--- config.mk ---
export PLATFORM = sky130hd
export DESIGN_NAME = qafc_top
export DESIGN_NICKNAME = d
export VERILOG_FILES = /design/src/verilog/qafc_pkg.sv /design/src/verilog/qafc_top.sv
export VERILOG_INCLUDE_DIRS = /design/src /design/src/verilog
export SDC_FILE = /design/constraint.sdc
export NUM_CORES = 2
export LEC_CHECK = 0
export ABC_CLOCK_PERIOD_IN_PS = 12300
export BUFFER_PORTS_ARGS = -buffer_cell sky130_fd_sc_hd__clkbuf_2
export CAP_MARGIN = 20
export CELL_PAD_IN_SITES_DETAIL_PLACEMENT = 0
export CELL_PAD_IN_SITES_GLOBAL_PLACEMENT = 2
export CORE_AREA = 2 2 376 378
export DETAILED_ROUTE_END_ITERATION = 6
export DIE_AREA = 0 0 378 380
export GPL_TIMING_DRIVEN = 0
export HOLD_SLACK_MARGIN = 0.06
export PLACE_DENSITY_LB_ADDON = 0.05
export SLEW_MARGIN = 10
export SYNTH_ARGS = -nofsm -noshare
export SYNTH_HDL_FRONTEND = slang
export SYNTH_SLANG_ARGS = --single-unit
--- constraint.sdc ---
create_clock -name ref_clk -period 12.3 [get_ports ref_clk]
set_clock_uncertainty 0.1 [all_clocks]
set_input_delay 2.46 -clock ref_clk [delete_from_list [all_inputs] [get_ports ref_clk]]
set_output_delay 2.46 -clock ref_clk [all_outputs]
set_load 0.005 [all_outputs]
--- src/verilog/qafc_cfg.svh ---
// constants for the queued converter command and result front end
`ifndef QAFC_CFG_SVH
`define QAFC_CFG_SVH
// ----------------------------------------
// sizes
// ----------------------------------------
`define QAFC_NQ 6
`define QAFC_DEPTH 3'h4
`define QAFC_SB_DEPTH 2'h2
// ----------------------------------------
// command word field positions
// ----------------------------------------
`define QAFC_F_EOQ 31
`define QAFC_F_RQ_HI 30
`define QAFC_F_RQ_LO 28
`define QAFC_F_SMP_HI 27
`define QAFC_F_SMP_LO 26
`define QAFC_F_TS 25
`define QAFC_F_SGN 24
`define QAFC_F_REF_HI 23
`define QAFC_F_REF_LO 22
`define QAFC_F_CH_HI 21
`define QAFC_F_CH_LO 15
// ----------------------------------------
// timing, channels, calibration
// ----------------------------------------
`define QAFC_SMP0 8'h02
`define QAFC_SMP1 8'h08
`define QAFC_SMP2 8'h40
`define QAFC_SMP3 8'h80
`define QAFC_INT_CH 7'h28
`define QAFC_EXT_BASE 6'h21
`define QAFC_GAIN_SH 14
`define QAFC_MID 13'h0800
`define QAFC_CODE_MAX 17'h00FFF
`endif

--- src/verilog/qafc_pkg.sv ---
// types shared by the queued converter front end
package qafc_pkg;
  // trigger mode of one command queue
  typedef enum logic [2:0] {
    QAFC_TRG_OFF = 3'h0,
    QAFC_TRG_SW = 3'h1,
    QAFC_TRG_RISE = 3'h2,
    QAFC_TRG_FALL = 3'h3,
    QAFC_TRG_HIGH = 3'h4,
    QAFC_TRG_LOW = 3'h5
  } qafc_trig_e;
  // converter sequence, gray along the path
  typedef enum logic [1:0] {
    QAFC_IDLE = 2'h0,
    QAFC_SAMP = 2'h1,
    QAFC_CONV = 2'h3,
    QAFC_STORE = 2'h2
  } qafc_state_e;
  // host push of one command word
  typedef struct packed {
    logic valid;
    logic [2:0] qid;
    logic [31:0] data;
  } qafc_push_s;
  // converter control bundle
  typedef struct packed {
    logic start;
    logic sample;
    logic [5:0] chan;
    logic [1:0] ref_sel;
    logic ext_en;
    logic [2:0] ext_sel;
  } qafc_adc_s;
endpackage

--- src/verilog/qafc_top.sv ---
// queued converter command and result queue front end
`timescale 1ns/100ps
`include "qafc_cfg.svh"
module qafc_top (
  input wire logic ref_clk,
  input wire logic rst,
  input wire qafc_pkg::qafc_push_s cmd_push,
  output logic [5:0] cmd_push_ready,
  input wire logic res_pop_req,
  input wire logic [2:0] res_pop_qid,
  output logic res_pop_valid,
  output logic [31:0] res_pop_data,
  input wire qafc_pkg::qafc_trig_e trig_mode [6],
  input wire logic [5:0] sw_trig,
  input wire logic [5:0] hw_trig_pin,
  input wire logic [3:0] trig_filt_len,
  output logic [5:0] cmd_fill_req,
  output logic [5:0] res_drain_req,
  output logic [5:0] coh_irq,
  output qafc_pkg::qafc_adc_s adc_ctl,
  input wire logic adc_done,
  input wire logic [11:0] adc_raw,
  input wire logic [15:0] cal_gain,
  input wire logic [13:0] cal_offset
);
  import qafc_pkg::*;

  // ----------------------------------------
  // helpers
  // ----------------------------------------
  // sample length selected by a command
  function automatic logic [7:0] smp_len(input logic [1:0] sel);
    unique case (sel)
      2'h0: smp_len = `QAFC_SMP0;
      2'h1: smp_len = `QAFC_SMP1;
      2'h2: smp_len = `QAFC_SMP2;
      2'h3: smp_len = `QAFC_SMP3;
    endcase
  endfunction

  // ----------------------------------------
  // storage
  // ----------------------------------------
  logic [31:0] cq_mem [6][4]; // command queues
  logic [1:0] cq_wp_q [6];
  logic [1:0] cq_rp_q [6];
  logic [2:0] cq_cnt_q [6];
  logic [31:0] rq_mem [6][4]; // result queues
  logic [1:0] rq_wp_q [6];
  logic [1:0] rq_rp_q [6];
  logic [2:0] rq_cnt_q [6];
  logic [31:0] sb_mem [2]; // staging buffer
  logic sb_wp_q, sb_rp_q;
  logic [1:0] sb_cnt_q;
  // trigger path
  logic [5:0] ts1_q, ts2_q, ts3_q, tstb_q, tflt_q, tflt_d1_q, armed_q;
  logic [3:0] tcnt_q [6];
  logic [5:0] trig_act, elig;
  // arbitration
  logic grant_v;
  logic [2:0] grant;
  logic [2:0] last_q_q; // queue of last forwarded word
  logic mid_q; // last word was not end of batch
  // converter sequence
  qafc_state_e st_q;
  logic [31:0] cur_q; // command under execution
  logic [7:0] scnt_q;
  logic [15:0] ts_q; // free running time base
  logic [15:0] stamp_q;
  logic [15:0] res_val_q;
  logic sb_pop, rq_push;
  logic [2:0] rq_qid;

  // ----------------------------------------
  // trigger synchronise, filter, detect
  // ----------------------------------------
  // pins pass three flops; a change counts when second and third agree
  always_ff @(posedge ref_clk) begin
    if (rst) begin
      ts1_q <= 6'h00;
      ts2_q <= 6'h00;
      ts3_q <= 6'h00;
      tstb_q <= 6'h00;
    end else begin
      ts1_q <= hw_trig_pin;
      ts2_q <= ts1_q;
      ts3_q <= ts2_q;
      tstb_q <= (ts2_q & ts3_q) | (tstb_q & (ts2_q | ts3_q));
    end
  end

  always_ff @(posedge ref_clk) begin
    if (rst) begin
      tflt_q <= 6'h00;
      tflt_d1_q <= 6'h00;
      for (int i = 0; i < `QAFC_NQ; i++) tcnt_q[i] <= 4'h0;
    end else begin
      tflt_d1_q <= tflt_q;
      for (int i = 0; i < `QAFC_NQ; i++) begin
        if (tstb_q[i] == tflt_q[i]) begin
          tcnt_q[i] <= 4'h0;
        end else if (tcnt_q[i] >= trig_filt_len) begin
          // level held long enough: accept it
          tflt_q[i] <= tstb_q[i];
          tcnt_q[i] <= 4'h0;
        end else begin
          tcnt_q[i] <= tcnt_q[i] + 4'h1;
        end
      end
    end
  end

  // arm from software or filtered edges; set beats clear
  always_ff @(posedge ref_clk) begin
    if (rst) begin
      armed_q <= 6'h00;
    end else begin
      for (int i = 0; i < `QAFC_NQ; i++) begin
        if (grant_v && grant == 3'(i) && cq_mem[i][cq_rp_q[i]][`QAFC_F_EOQ])
          armed_q[i] <= 1'b0;
        if ((trig_mode[i] == QAFC_TRG_SW && sw_trig[i]) ||
            (trig_mode[i] == QAFC_TRG_RISE && tflt_q[i] && !tflt_d1_q[i]) ||
            (trig_mode[i] == QAFC_TRG_FALL && !tflt_q[i] && tflt_d1_q[i]))
          armed_q[i] <= 1'b1;
        if (trig_mode[i] == QAFC_TRG_OFF)
          armed_q[i] <= 1'b0;
      end
    end
  end

  // ----------------------------------------
  // priority and forwarding
  // ----------------------------------------
  // lowest ready queue wins; only when triggered
  always_comb begin
    grant_v = 1'b0;
    grant = 3'h0;
    for (int i = 0; i < `QAFC_NQ; i++) begin
      trig_act[i] = armed_q[i] || (trig_mode[i] == QAFC_TRG_HIGH && tflt_q[i]) ||
                    (trig_mode[i] == QAFC_TRG_LOW && !tflt_q[i]);
      elig[i] = trig_act[i] && cq_cnt_q[i] != 3'h0;
    end
    for (int i = `QAFC_NQ - 1; i >= 0; i--) begin
      if (elig[i] && sb_cnt_q != `QAFC_SB_DEPTH) begin
        grant_v = 1'b1;
        grant = 3'(i);
      end
    end
  end

  // coherency lost when a batch is cut by another queue
  always_ff @(posedge ref_clk) begin
    if (rst) begin
      last_q_q <= 3'h7;
      mid_q <= 1'b0;
      coh_irq <= 6'h00;
    end else begin
      coh_irq <= 6'h00;
      if (grant_v) begin
        if (mid_q && grant != last_q_q)
          coh_irq[last_q_q] <= 1'b1;
        last_q_q <= grant;
        mid_q <= !cq_mem[grant][cq_rp_q[grant]][`QAFC_F_EOQ];
      end
    end
  end

  always_ff @(posedge ref_clk) begin
    if (rst) begin
      for (int i = 0; i < `QAFC_NQ; i++) begin
        cq_wp_q[i] <= 2'h0;
        cq_rp_q[i] <= 2'h0;
        cq_cnt_q[i] <= 3'h0;
      end
    end else begin
      for (int i = 0; i < `QAFC_NQ; i++) begin
        logic psh, pop;
        psh = cmd_push.valid && cmd_push.qid == 3'(i) && cq_cnt_q[i] != `QAFC_DEPTH;
        pop = grant_v && grant == 3'(i);
        if (psh) begin
          cq_mem[i][cq_wp_q[i]] <= cmd_push.data;
          cq_wp_q[i] <= cq_wp_q[i] + 2'h1;
        end
        if (pop)
          cq_rp_q[i] <= cq_rp_q[i] + 2'h1;
        cq_cnt_q[i] <= cq_cnt_q[i] + 3'(psh) - 3'(pop);
      end
    end
  end

  always_ff @(posedge ref_clk) begin
    if (rst) begin
      sb_wp_q <= 1'b0;
      sb_rp_q <= 1'b0;
      sb_cnt_q <= 2'h0;
    end else begin
      if (grant_v) begin
        sb_mem[sb_wp_q] <= cq_mem[grant][cq_rp_q[grant]];
        sb_wp_q <= !sb_wp_q;
      end
      if (sb_pop)
        sb_rp_q <= !sb_rp_q;
      sb_cnt_q <= sb_cnt_q + 2'(grant_v) - 2'(sb_pop);
    end
  end

  // ----------------------------------------
  // converter control
  // ----------------------------------------
  // decode and run one command at a time
  assign sb_pop = st_q == QAFC_IDLE && sb_cnt_q != 2'h0;
  always_ff @(posedge ref_clk) begin
    if (rst) begin
      st_q <= QAFC_IDLE;
      cur_q <= 32'h0000_0000;
      scnt_q <= 8'h00;
      stamp_q <= 16'h0000;
      res_val_q <= 16'h0000;
    end else begin
      unique case (st_q)
        QAFC_IDLE: begin
          if (sb_pop) begin
            cur_q <= sb_mem[sb_rp_q];
            scnt_q <= 8'h01;
            st_q <= QAFC_SAMP;
          end
        end
        QAFC_SAMP: begin
          scnt_q <= scnt_q + 8'h01;
          if (scnt_q == smp_len(cur_q[`QAFC_F_SMP_HI:`QAFC_F_SMP_LO]))
            st_q <= QAFC_CONV;
        end
        QAFC_CONV: begin
          if (adc_done) begin
            // gain and offset applied, clamped to code range
            logic signed [16:0] cv;
            logic [27:0] prod;
            prod = 28'(adc_raw) * 28'(cal_gain);
            cv = 17'(signed'({1'b0, prod[27:`QAFC_GAIN_SH]}) + 17'(signed'(cal_offset)));
            if (cv < 0)
              cv = 17'sh0;
            else if (cv > 17'(`QAFC_CODE_MAX))
              cv = 17'(`QAFC_CODE_MAX);
            // signed form is offset from mid scale
            if (cur_q[`QAFC_F_SGN])
              res_val_q <= 16'(signed'(cv[12:0] - `QAFC_MID));
            else
              res_val_q <= {4'h0, cv[11:0]};
            stamp_q <= cur_q[`QAFC_F_TS] ? ts_q : 16'h0000;
            st_q <= QAFC_STORE;
          end
        end
        // waits while the named result queue is full
        QAFC_STORE: begin
          if (rq_push || rq_qid >= 3'(`QAFC_NQ))
            st_q <= QAFC_IDLE;
        end
      endcase
    end
  end

  // time base
  always_ff @(posedge ref_clk) begin
    if (rst)
      ts_q <= 16'h0000;
    else
      ts_q <= ts_q + 16'h0001;
  end

  // channels past the internal set go through external muxes
  always_comb begin
    logic [6:0] ch;
    logic [6:0] xi;
    ch = cur_q[`QAFC_F_CH_HI:`QAFC_F_CH_LO];
    xi = ch - `QAFC_INT_CH;
    adc_ctl.start = st_q == QAFC_SAMP && scnt_q == 8'h01;
    adc_ctl.sample = st_q == QAFC_SAMP;
    adc_ctl.ref_sel = cur_q[`QAFC_F_REF_HI:`QAFC_F_REF_LO];
    adc_ctl.ext_en = ch >= `QAFC_INT_CH;
    adc_ctl.ext_sel = adc_ctl.ext_en ? {1'b0, xi[1:0]} : 3'h0;
    adc_ctl.chan = adc_ctl.ext_en ? 6'(`QAFC_EXT_BASE + 6'(xi[4:2])) : ch[5:0];
  end

  // ----------------------------------------
  // result queues
  // ----------------------------------------
  // routed by command field; pops run alongside
  assign rq_qid = cur_q[`QAFC_F_RQ_HI:`QAFC_F_RQ_LO];
  assign rq_push = st_q == QAFC_STORE && rq_qid < 3'(`QAFC_NQ) && rq_cnt_q[rq_qid] != `QAFC_DEPTH;
  always_ff @(posedge ref_clk) begin
    if (rst) begin
      res_pop_valid <= 1'b0;
      res_pop_data <= 32'h0000_0000;
      for (int i = 0; i < `QAFC_NQ; i++) begin
        rq_wp_q[i] <= 2'h0;
        rq_rp_q[i] <= 2'h0;
        rq_cnt_q[i] <= 3'h0;
      end
    end else begin
      res_pop_valid <= 1'b0;
      for (int i = 0; i < `QAFC_NQ; i++) begin
        logic psh, pop;
        psh = rq_push && rq_qid == 3'(i);
        pop = res_pop_req && res_pop_qid == 3'(i) && rq_cnt_q[i] != 3'h0;
        if (psh) begin
          rq_mem[i][rq_wp_q[i]] <= {stamp_q, res_val_q};
          rq_wp_q[i] <= rq_wp_q[i] + 2'h1;
        end
        if (pop) begin
          res_pop_data <= rq_mem[i][rq_rp_q[i]];
          res_pop_valid <= 1'b1;
          rq_rp_q[i] <= rq_rp_q[i] + 2'h1;
        end
        rq_cnt_q[i] <= rq_cnt_q[i] + 3'(psh) - 3'(pop);
      end
    end
  end

  // fill state requests to host or dma
  always_comb begin
    for (int i = 0; i < `QAFC_NQ; i++) begin
      cmd_push_ready[i] = cq_cnt_q[i] != `QAFC_DEPTH;
      cmd_fill_req[i] = cq_cnt_q[i] != `QAFC_DEPTH && trig_mode[i] != QAFC_TRG_OFF;
      res_drain_req[i] = rq_cnt_q[i] != 3'h0;
    end
  end

  logic [7:0] smp_seen_q; // cycles with sample high
  always_ff @(posedge ref_clk) begin
    if (rst)
      smp_seen_q <= 8'h00;
    else
      smp_seen_q <= adc_ctl.sample ? smp_seen_q + 8'h01 : 8'h00;
  end
endmodule

# [After elaboration in Yosys (flattened, before gate mapping)]
# Memory sizes are Yosys's and may differ from the RTL's. A register that Yosys moved wholly into a read port is not among the register bits.
# Cells that the tools add are included.
[totals] mem_bits_rw=1708 input_bits=119 mem_count=10 ff_bits=147 elab_cells=906
[op_classes] bitwise_logic=91 n_mux=359 magnitude_cmp=50 reduce_logical=226 mul=1 n_addsub=62 eq_ne=77
[mem_list] memory="cq_mem" depth=6 word_bits=128 rd=7 rd_ports_with_merged_regs=0 wr=1 line="qafc_top.sv:44" source="logic [31:0] cq_mem [6][4];"
[mem_list] memory="rq_mem" depth=6 word_bits=128 rd=6 rd_ports_with_merged_regs=0 wr=1 line="qafc_top.sv:48" source="logic [31:0] rq_mem [6][4];"
[mem_list] memory="sb_mem" depth=2 word_bits=32 rd=1 rd_ports_with_merged_regs=1 wr=1 line="qafc_top.sv:52" source="logic [31:0] sb_mem [2];"
[mem_list] memory="tcnt_q" depth=6 word_bits=4 rd=6 rd_ports_with_merged_regs=0 wr=6 line="qafc_top.sv:57" source="logic [3:0] tcnt_q [6];"
[mem_list] memory="cq_cnt_q" depth=6 word_bits=3 rd=6 rd_ports_with_merged_regs=0 wr=6 line="qafc_top.sv:47" source="logic [2:0] cq_cnt_q [6];"
[mem_list] memory="rq_cnt_q" depth=6 word_bits=3 rd=7 rd_ports_with_merged_regs=0 wr=6 line="qafc_top.sv:51" source="logic [2:0] rq_cnt_q [6];"
[mem_list] memory="+4 memories"
[ops] operator="128-bit 2-to-1 mux" count=32
[ops] operator="32-bit 2-to-1 mux" count=44
[ops] operator="128-bit OR reduction" count=10
[ops] operator="32-bit binary-select mux with 2-bit select" count=13
[ops] operator="32-bit demux with 2-bit select" count=12
[ops] operator="1-bit 2-to-1 mux" count=168
[ops] operator="1-bit logical AND" count=120
[ops] operator="3-bit 2-to-1 mux" count=28
[ops] operator="3-bit greater-or-equal comparator (second input constant)" count=26
[ops] operator="2-bit NOT with 3-bit output" count=25
[ops] operator="4-bit 2-to-1 mux" count=18
[ops] operator="13-bit 2-to-1 mux" count=5
[ops] operator="3-bit by 2-bit == test with 1-bit output (second input constant)" count=20
[ops] operator="3-bit == test (second input constant)" count=20
[ops] operator="2-bit 2-to-1 mux" count=29
[ops] operator="1-bit bitwise OR" count=54
[ops] operator="3-bit nonzero test" count=18
[ops] operator="2-bit by 1-bit adder with 2-bit output (second input constant)" count=24
[ops] operator="3-bit by 1-bit adder with 3-bit output" count=12
[ops] operator="3-bit by 1-bit less-than comparator with 1-bit output (second input constant)" count=12
[ops] operator="3-bit by 1-bit subtractor with 3-bit output" count=12
[ops] operator="16-bit 2-to-1 mux" count=2
[ops] operator="8-bit one-hot mux with 4 select lines" count=1
[ops] operator="3-bit by 1-bit == test with 1-bit output (second input constant)" count=10
[ops] operator="44 further kinds" count=151

# [Depth between registers and ports, before layout]
[depth] depth_word=18 depth_mapped=34

# [Worst setup path after synthesis]
# OpenSTA, ideal clock, no wires.
[synth_path] path_type="input to register" startpoint="input port cal_gain[6]" endpoint="register res_val_q[11]" n_path_buf=1 setup_slack_ns=2.708 arrival_ns=9.430 stages=29 setup_time_ns=0.062 required_time_ns=12.138 cell_sequence="clkbuf_1 -> nand2_1 -> fa_1 -> inv_1 -> fa_1 -> fa_1 -> fa_1 -> inv_1 -> fa_1 -> inv_1 -> ha_1 -> or4_1 -> a21oi_1 -> a211oi_1 -> o21ai_0 -> nand2b_1 -> a21o_1 -> xor2_1 -> ha_1 -> a211o_1 -> o221a_1 -> o31a_1 -> o21ai_1 -> and3_1 -> nor4_1 -> a21boi_1 -> a311o_1 -> or4_1 -> nand3_1"
[synth_between] elab_chain_len=10 word_cells_on_any_way=11 cone_classes="2 x add/sub; 1 x mul; 2 x order compare; 6 x mux"
[synth_lines] item="from (decl)" line="qafc_top.sv:23" source="input wire logic [15:0] cal_gain,"
[synth_lines] item="12-bit by 16-bit multiplier with 28-bit output (*)" line="qafc_top.sv:238" source="prod = 28'(adc_raw) * 28'(cal_gain);"
[synth_lines] item="15-bit by 14-bit adder with 16-bit output (*)" line="qafc_top.sv:239" source="cv = 17'(signed'({1'b0, prod[27:`QAFC_GAIN_SH]}) + 17'(signed'(cal_offset)));"
[synth_lines] item="17-bit by 12-bit greater-than comparator with 1-bit output" line="qafc_top.sv:242" source="else if (cv > 17'(`QAFC_CODE_MAX))"
[synth_lines] item="13-bit 2-to-1 mux" line="qafc_top.sv:242"
[synth_lines] item="13-bit 2-to-1 mux (*)" line="qafc_top.sv:240" source="if (cv < 0)"
[synth_lines] item="13-bit 2-to-1 mux (*)" line="qafc_top.sv:234" source="if (adc_done) begin"
[synth_lines] item="13-bit 2-to-1 mux (*)" line="qafc_top.sv:220" source="unique case (st_q)"
[synth_lines] item="13-bit 2-to-1 mux (*)" line="qafc_top.sv:213" source="if (rst) begin"
[synth_lines] item="13-bit by 12-bit subtractor with 13-bit output (no source line)"
[synth_lines] item="16-bit 2-to-1 mux (*)" line="qafc_top.sv:245" source="if (cur_q[`QAFC_F_SGN])"
[synth_lines] item="to (signal assigned)" line="qafc_top.sv:246" source="res_val_q <= 16'(signed'(cv[12:0] - `QAFC_MID));"
[synth_lines] item="to (signal assigned)" line="qafc_top.sv:248" source="res_val_q <= {4'h0, cv[11:0]};"
[synth_lines] item="to (decl)" line="qafc_top.sv:70" source="logic [15:0] res_val_q;"
# Every way passes the cells marked *; elsewhere a longest branch is shown, timed or not. The select of a mux whose other input is x is not followed.
# A chain may end at the register's enable or synchronous reset.

# [Final worst setup path]
[layout_path] startpoint="input port adc_raw[8]" endpoint="register res_val_q[11]"
[layout_between] elab_chain_len=10 word_cells_on_any_way=11 cone_classes="2 x add/sub; 1 x mul; 2 x order compare; 6 x mux"
[layout_lines] item="from (decl)" line="qafc_top.sv:22" source="input wire logic [11:0] adc_raw,"
[layout_lines] item="12-bit by 16-bit multiplier with 28-bit output (*)" line="qafc_top.sv:238"
[layout_lines] item="15-bit by 14-bit adder with 16-bit output (*)" line="qafc_top.sv:239"
[layout_lines] item="17-bit by 12-bit greater-than comparator with 1-bit output" line="qafc_top.sv:242"
[layout_lines] item="13-bit 2-to-1 mux" line="qafc_top.sv:242"
[layout_lines] item="13-bit 2-to-1 mux (*)" line="qafc_top.sv:240"
[layout_lines] item="13-bit 2-to-1 mux (*)" line="qafc_top.sv:234"
[layout_lines] item="13-bit 2-to-1 mux (*)" line="qafc_top.sv:220"
[layout_lines] item="13-bit 2-to-1 mux (*)" line="qafc_top.sv:213"
[layout_lines] item="13-bit by 12-bit subtractor with 13-bit output (no source line)"
[layout_lines] item="16-bit 2-to-1 mux (*)" line="qafc_top.sv:245"
# Marked as above.

==> results.json <==
{
  "layout_commonest_cell": "edfxtp_1",
  "areaGrowthSynthToFinish_pct": 14.4,
  "synth_edf_count": 1208,
  "drive_above_1_share_pct": 14.7,
  "htreeDepth": 4,
  "crit_required_ns": 12.85,
  "drtIter0Drc": 2885,
  "cts-hold-fix-buffers": 0,
  "synth_area_leader_cell": "edfxtp_1",
  "die_w_um": 378,
  "hold_violations": 0,
  "vdd_drop_max_v": 0.000185,
  "syn_area_um2": 62400,
  "path_common_cell": "fa_1",
  "pwr_density_cell_nw_per_um2": 184,
  "ys_seq_area_share_pct": 64.3,
  "worstPathArrival_ns": 10.97,
  "p_leak_nw": 26.6,
  "p_switching_mw": 3.98,
  "grt_use_met1_pct": 33.6,
  "syn_area_per_cell_um2": 15.0,
  "io_pins": 190,
  "coreArea_um2": 139000,
  "internal_power_mw": 9.16,
  "grt-ovfl-total": 0,
  "worstSetupPathType": "in2reg",
  "period_needed_ns": 10.42,
  "die_h_um": 380,
  "cts_made_buffers": 152,
  "dr_total_vias": 35500,
  "dominantRegCellSynth": "edfxtp_1",
  "clk_latency_ns": 0.79,
  "tritoncts": "done",
  "setup-violations-final": 0,
  "path_clk_slew_ns": 0.06,
  "stdcell_area_um2": 71400,
  "drv_cap": 0,
  "synth_top_cell_area_share_pct": 58.1,
  "hpwl_um": 114000,
  "grt_first_pass_wirelength_um": 240000,
  "placed_area_um2": 66400,
  "status": "complete, no violations",
  "drv_slew": 0,
  "pwr-share-clk_pct": 33.2,
  "fin_hold_ws_ns": 0.330,
  "async_reset_ff_share_pct": 0,
  "final_cell_mix": "edfxtp_1, nor2_1, inv_1",
  "synth_area_leaders": "edfxtp_1, mux4_2, dfxtp_1, fa_1, ha_1",
  "cts_setup_buffers": 0,
  "synth.distinct_cells": 72,
  "cp_top_family": "adder cells",
  "fmax_mhz": 96.0,
  "ys_ff_latch": 1401,
  "slew-limit-headroom_pct": 25.1,
  "start_util_pct": 44.8,
  "antenna_found_initial": 4,
  "use_met3_pct": 3.23,
  "hp-class": "reg2reg",
  "place.gp.congestion": 0.793,
  "dr.pass1.iters": 7,
  "post_drt_wl_per_cell_um": 24.8,
  "rows": 137,
  "synth_warnings": 0,
  "cts_sinks": 1401,
  "timing_worst_slew_pin_value_ns": 1.12,
  "switching_share_pct": 30.3,
  "viasPerCell": 5.42,
  "fin_crit_sh_pct": 84.7,
  "clock_path_buffers": 3,
  "wl_um": 163000,
  "p_seq_share_pct": 40.3,
  "cts_resized": 0,
  "ant_nets": 0,
  "slowest_stage": "fa_1",
  "fin_nets": 5018,
  "p_comb_share_pct": 26.5,
  "end_kind": "register",
  "portBuffers": 172,
  "use_met2_pct": 36.2,
  "post-route-drc-count": 0,
  "rsz0062_at_grt": "false",
  "gr-usage-all-layers_pct": 22.9,
  "fin_ws_ns": 1.88,
  "die_area_um2": 144000,
  "critPathLaunchType": "primary input",
  "grt_pass1_vias": 35500,
  "grt_max_degree": 30,
  "root_buffer": "clkbuf_16",
  "path_buf_inv": 5,
  "worstPathMaxFanout": 10,
  "grt.busiest_layer": "met2",
  "total_power_mw": 13.1,
  "synth_cells": 4161,
  "setup_tns_ns": 0,
  "max_stage_delay_ns": 0.56,
  "post-place-ws_ns": 1.00
}
layer usage:
layer,up-vias,share of wire (%)
met5,-,0
met4,0,1.8
met3,179,4.8
met2,876,47
met1,18200,46
li1,16300,-
worst register-to-register path, delay by kind of cell, from the launching register on:
family	cells	cell delay, ns
compound gates	1	0.46
xor+xnor	2	0.31
fa+ha+maj	3	0.74
buf+inv	7	1.74
flops	1	0.41
simple gates	6	1.41
cell usage after synthesis (110+ instances only):
library cell and number:
a211oi_1 110, a21oi_1 196, and2_1 135, clkbuf_1 162
dfxtp_1 193, edfxtp_1 1208, fa_1 152, ha_1 190
inv_1 265, mux2i_1 167, mux4_2 181, nand2_1 218
nor2_1 267
cell type report:
cell class                      count  area (um2)
Sequential cell                  1401       40100
Antenna cell                        1        2.50
Fill cell                       12000       67800
Multi-Input combinational cell   2298       20500
Timing Repair Buffer              219        1720
Clock buffer                      220        4290
Clock inverter                     57         497
Inverter                          268        1010
Tap cell                         1876        2350
Buffer                            217         867
stage by stage:
| step | cells | utilization, % |
|---|---|---|
| final | 6557 | 51.3 |
| after global placement | 6232 | 47.2 |
| after global routing | 6557 | 51.3 |
| after CTS | 6544 | 51.1 |
| after floorplan | 4184 | - |
| after detailed placement | 6267 | 47.7 |
power groups by stage:
stage               Combinational, mW  Sequential [mW]  Clock, mW
floorplan                        2.55             5.37          0
global placement                 3.53             5.40          0
detailed placement               3.53             5.40          0
CTS                              3.55             5.30       4.46
global route                     3.94             5.30       4.64
finish                           3.48             5.30       4.36
flip-flops by register name, summed over array words and instances, names as in the netlist, 12 cells and up:
name	count
cq_cnt_q	18
res_val_q	13
cq_mem	408
ts_q	16
sb_mem	32
rq_mem	696
cq_rp_q	12
cq_wp_q	12
rq_rp_q	12
rq_wp_q	12
tcnt_q	24
res_pop_data	29
cur_q	16
rq_cnt_q	18
stamp_q	16
kinds of logic after synthesis:
| family | after synthesis | share of synthesized area, % |
|---|---|---|
| other | 2 | 0.0120 |
| AND/OR/NAND/NOR | 917 | 7.16 |
| multiplexers | 354 | 9.34 |
| flip-flops | 1401 | 64.3 |
| XOR/XNOR | 103 | 1.45 |
| AO/OA/AOI/OAI | 557 | 6.04 |
| buffers and inverters | 485 | 3.00 |
| adder cells (fa/ha/maj) | 342 | 8.69 |
worst paths after layout:
check | startpoint | slack, ns | to | cells past startpoint
hold reg to reg | ts1_q[5] | 0.33 | ts2_q[5] | 1
setup / recovery | adc_raw[8] | 1.88 | res_val_q[11] | 31
setup reg to reg | sb_cnt_q[1] | 6.98 | cq_cnt_q[4][2] | 19
hold / removal | ts1_q[5] | 0.33 | ts2_q[5] | 1
Power figures use the tool's default switching activity.
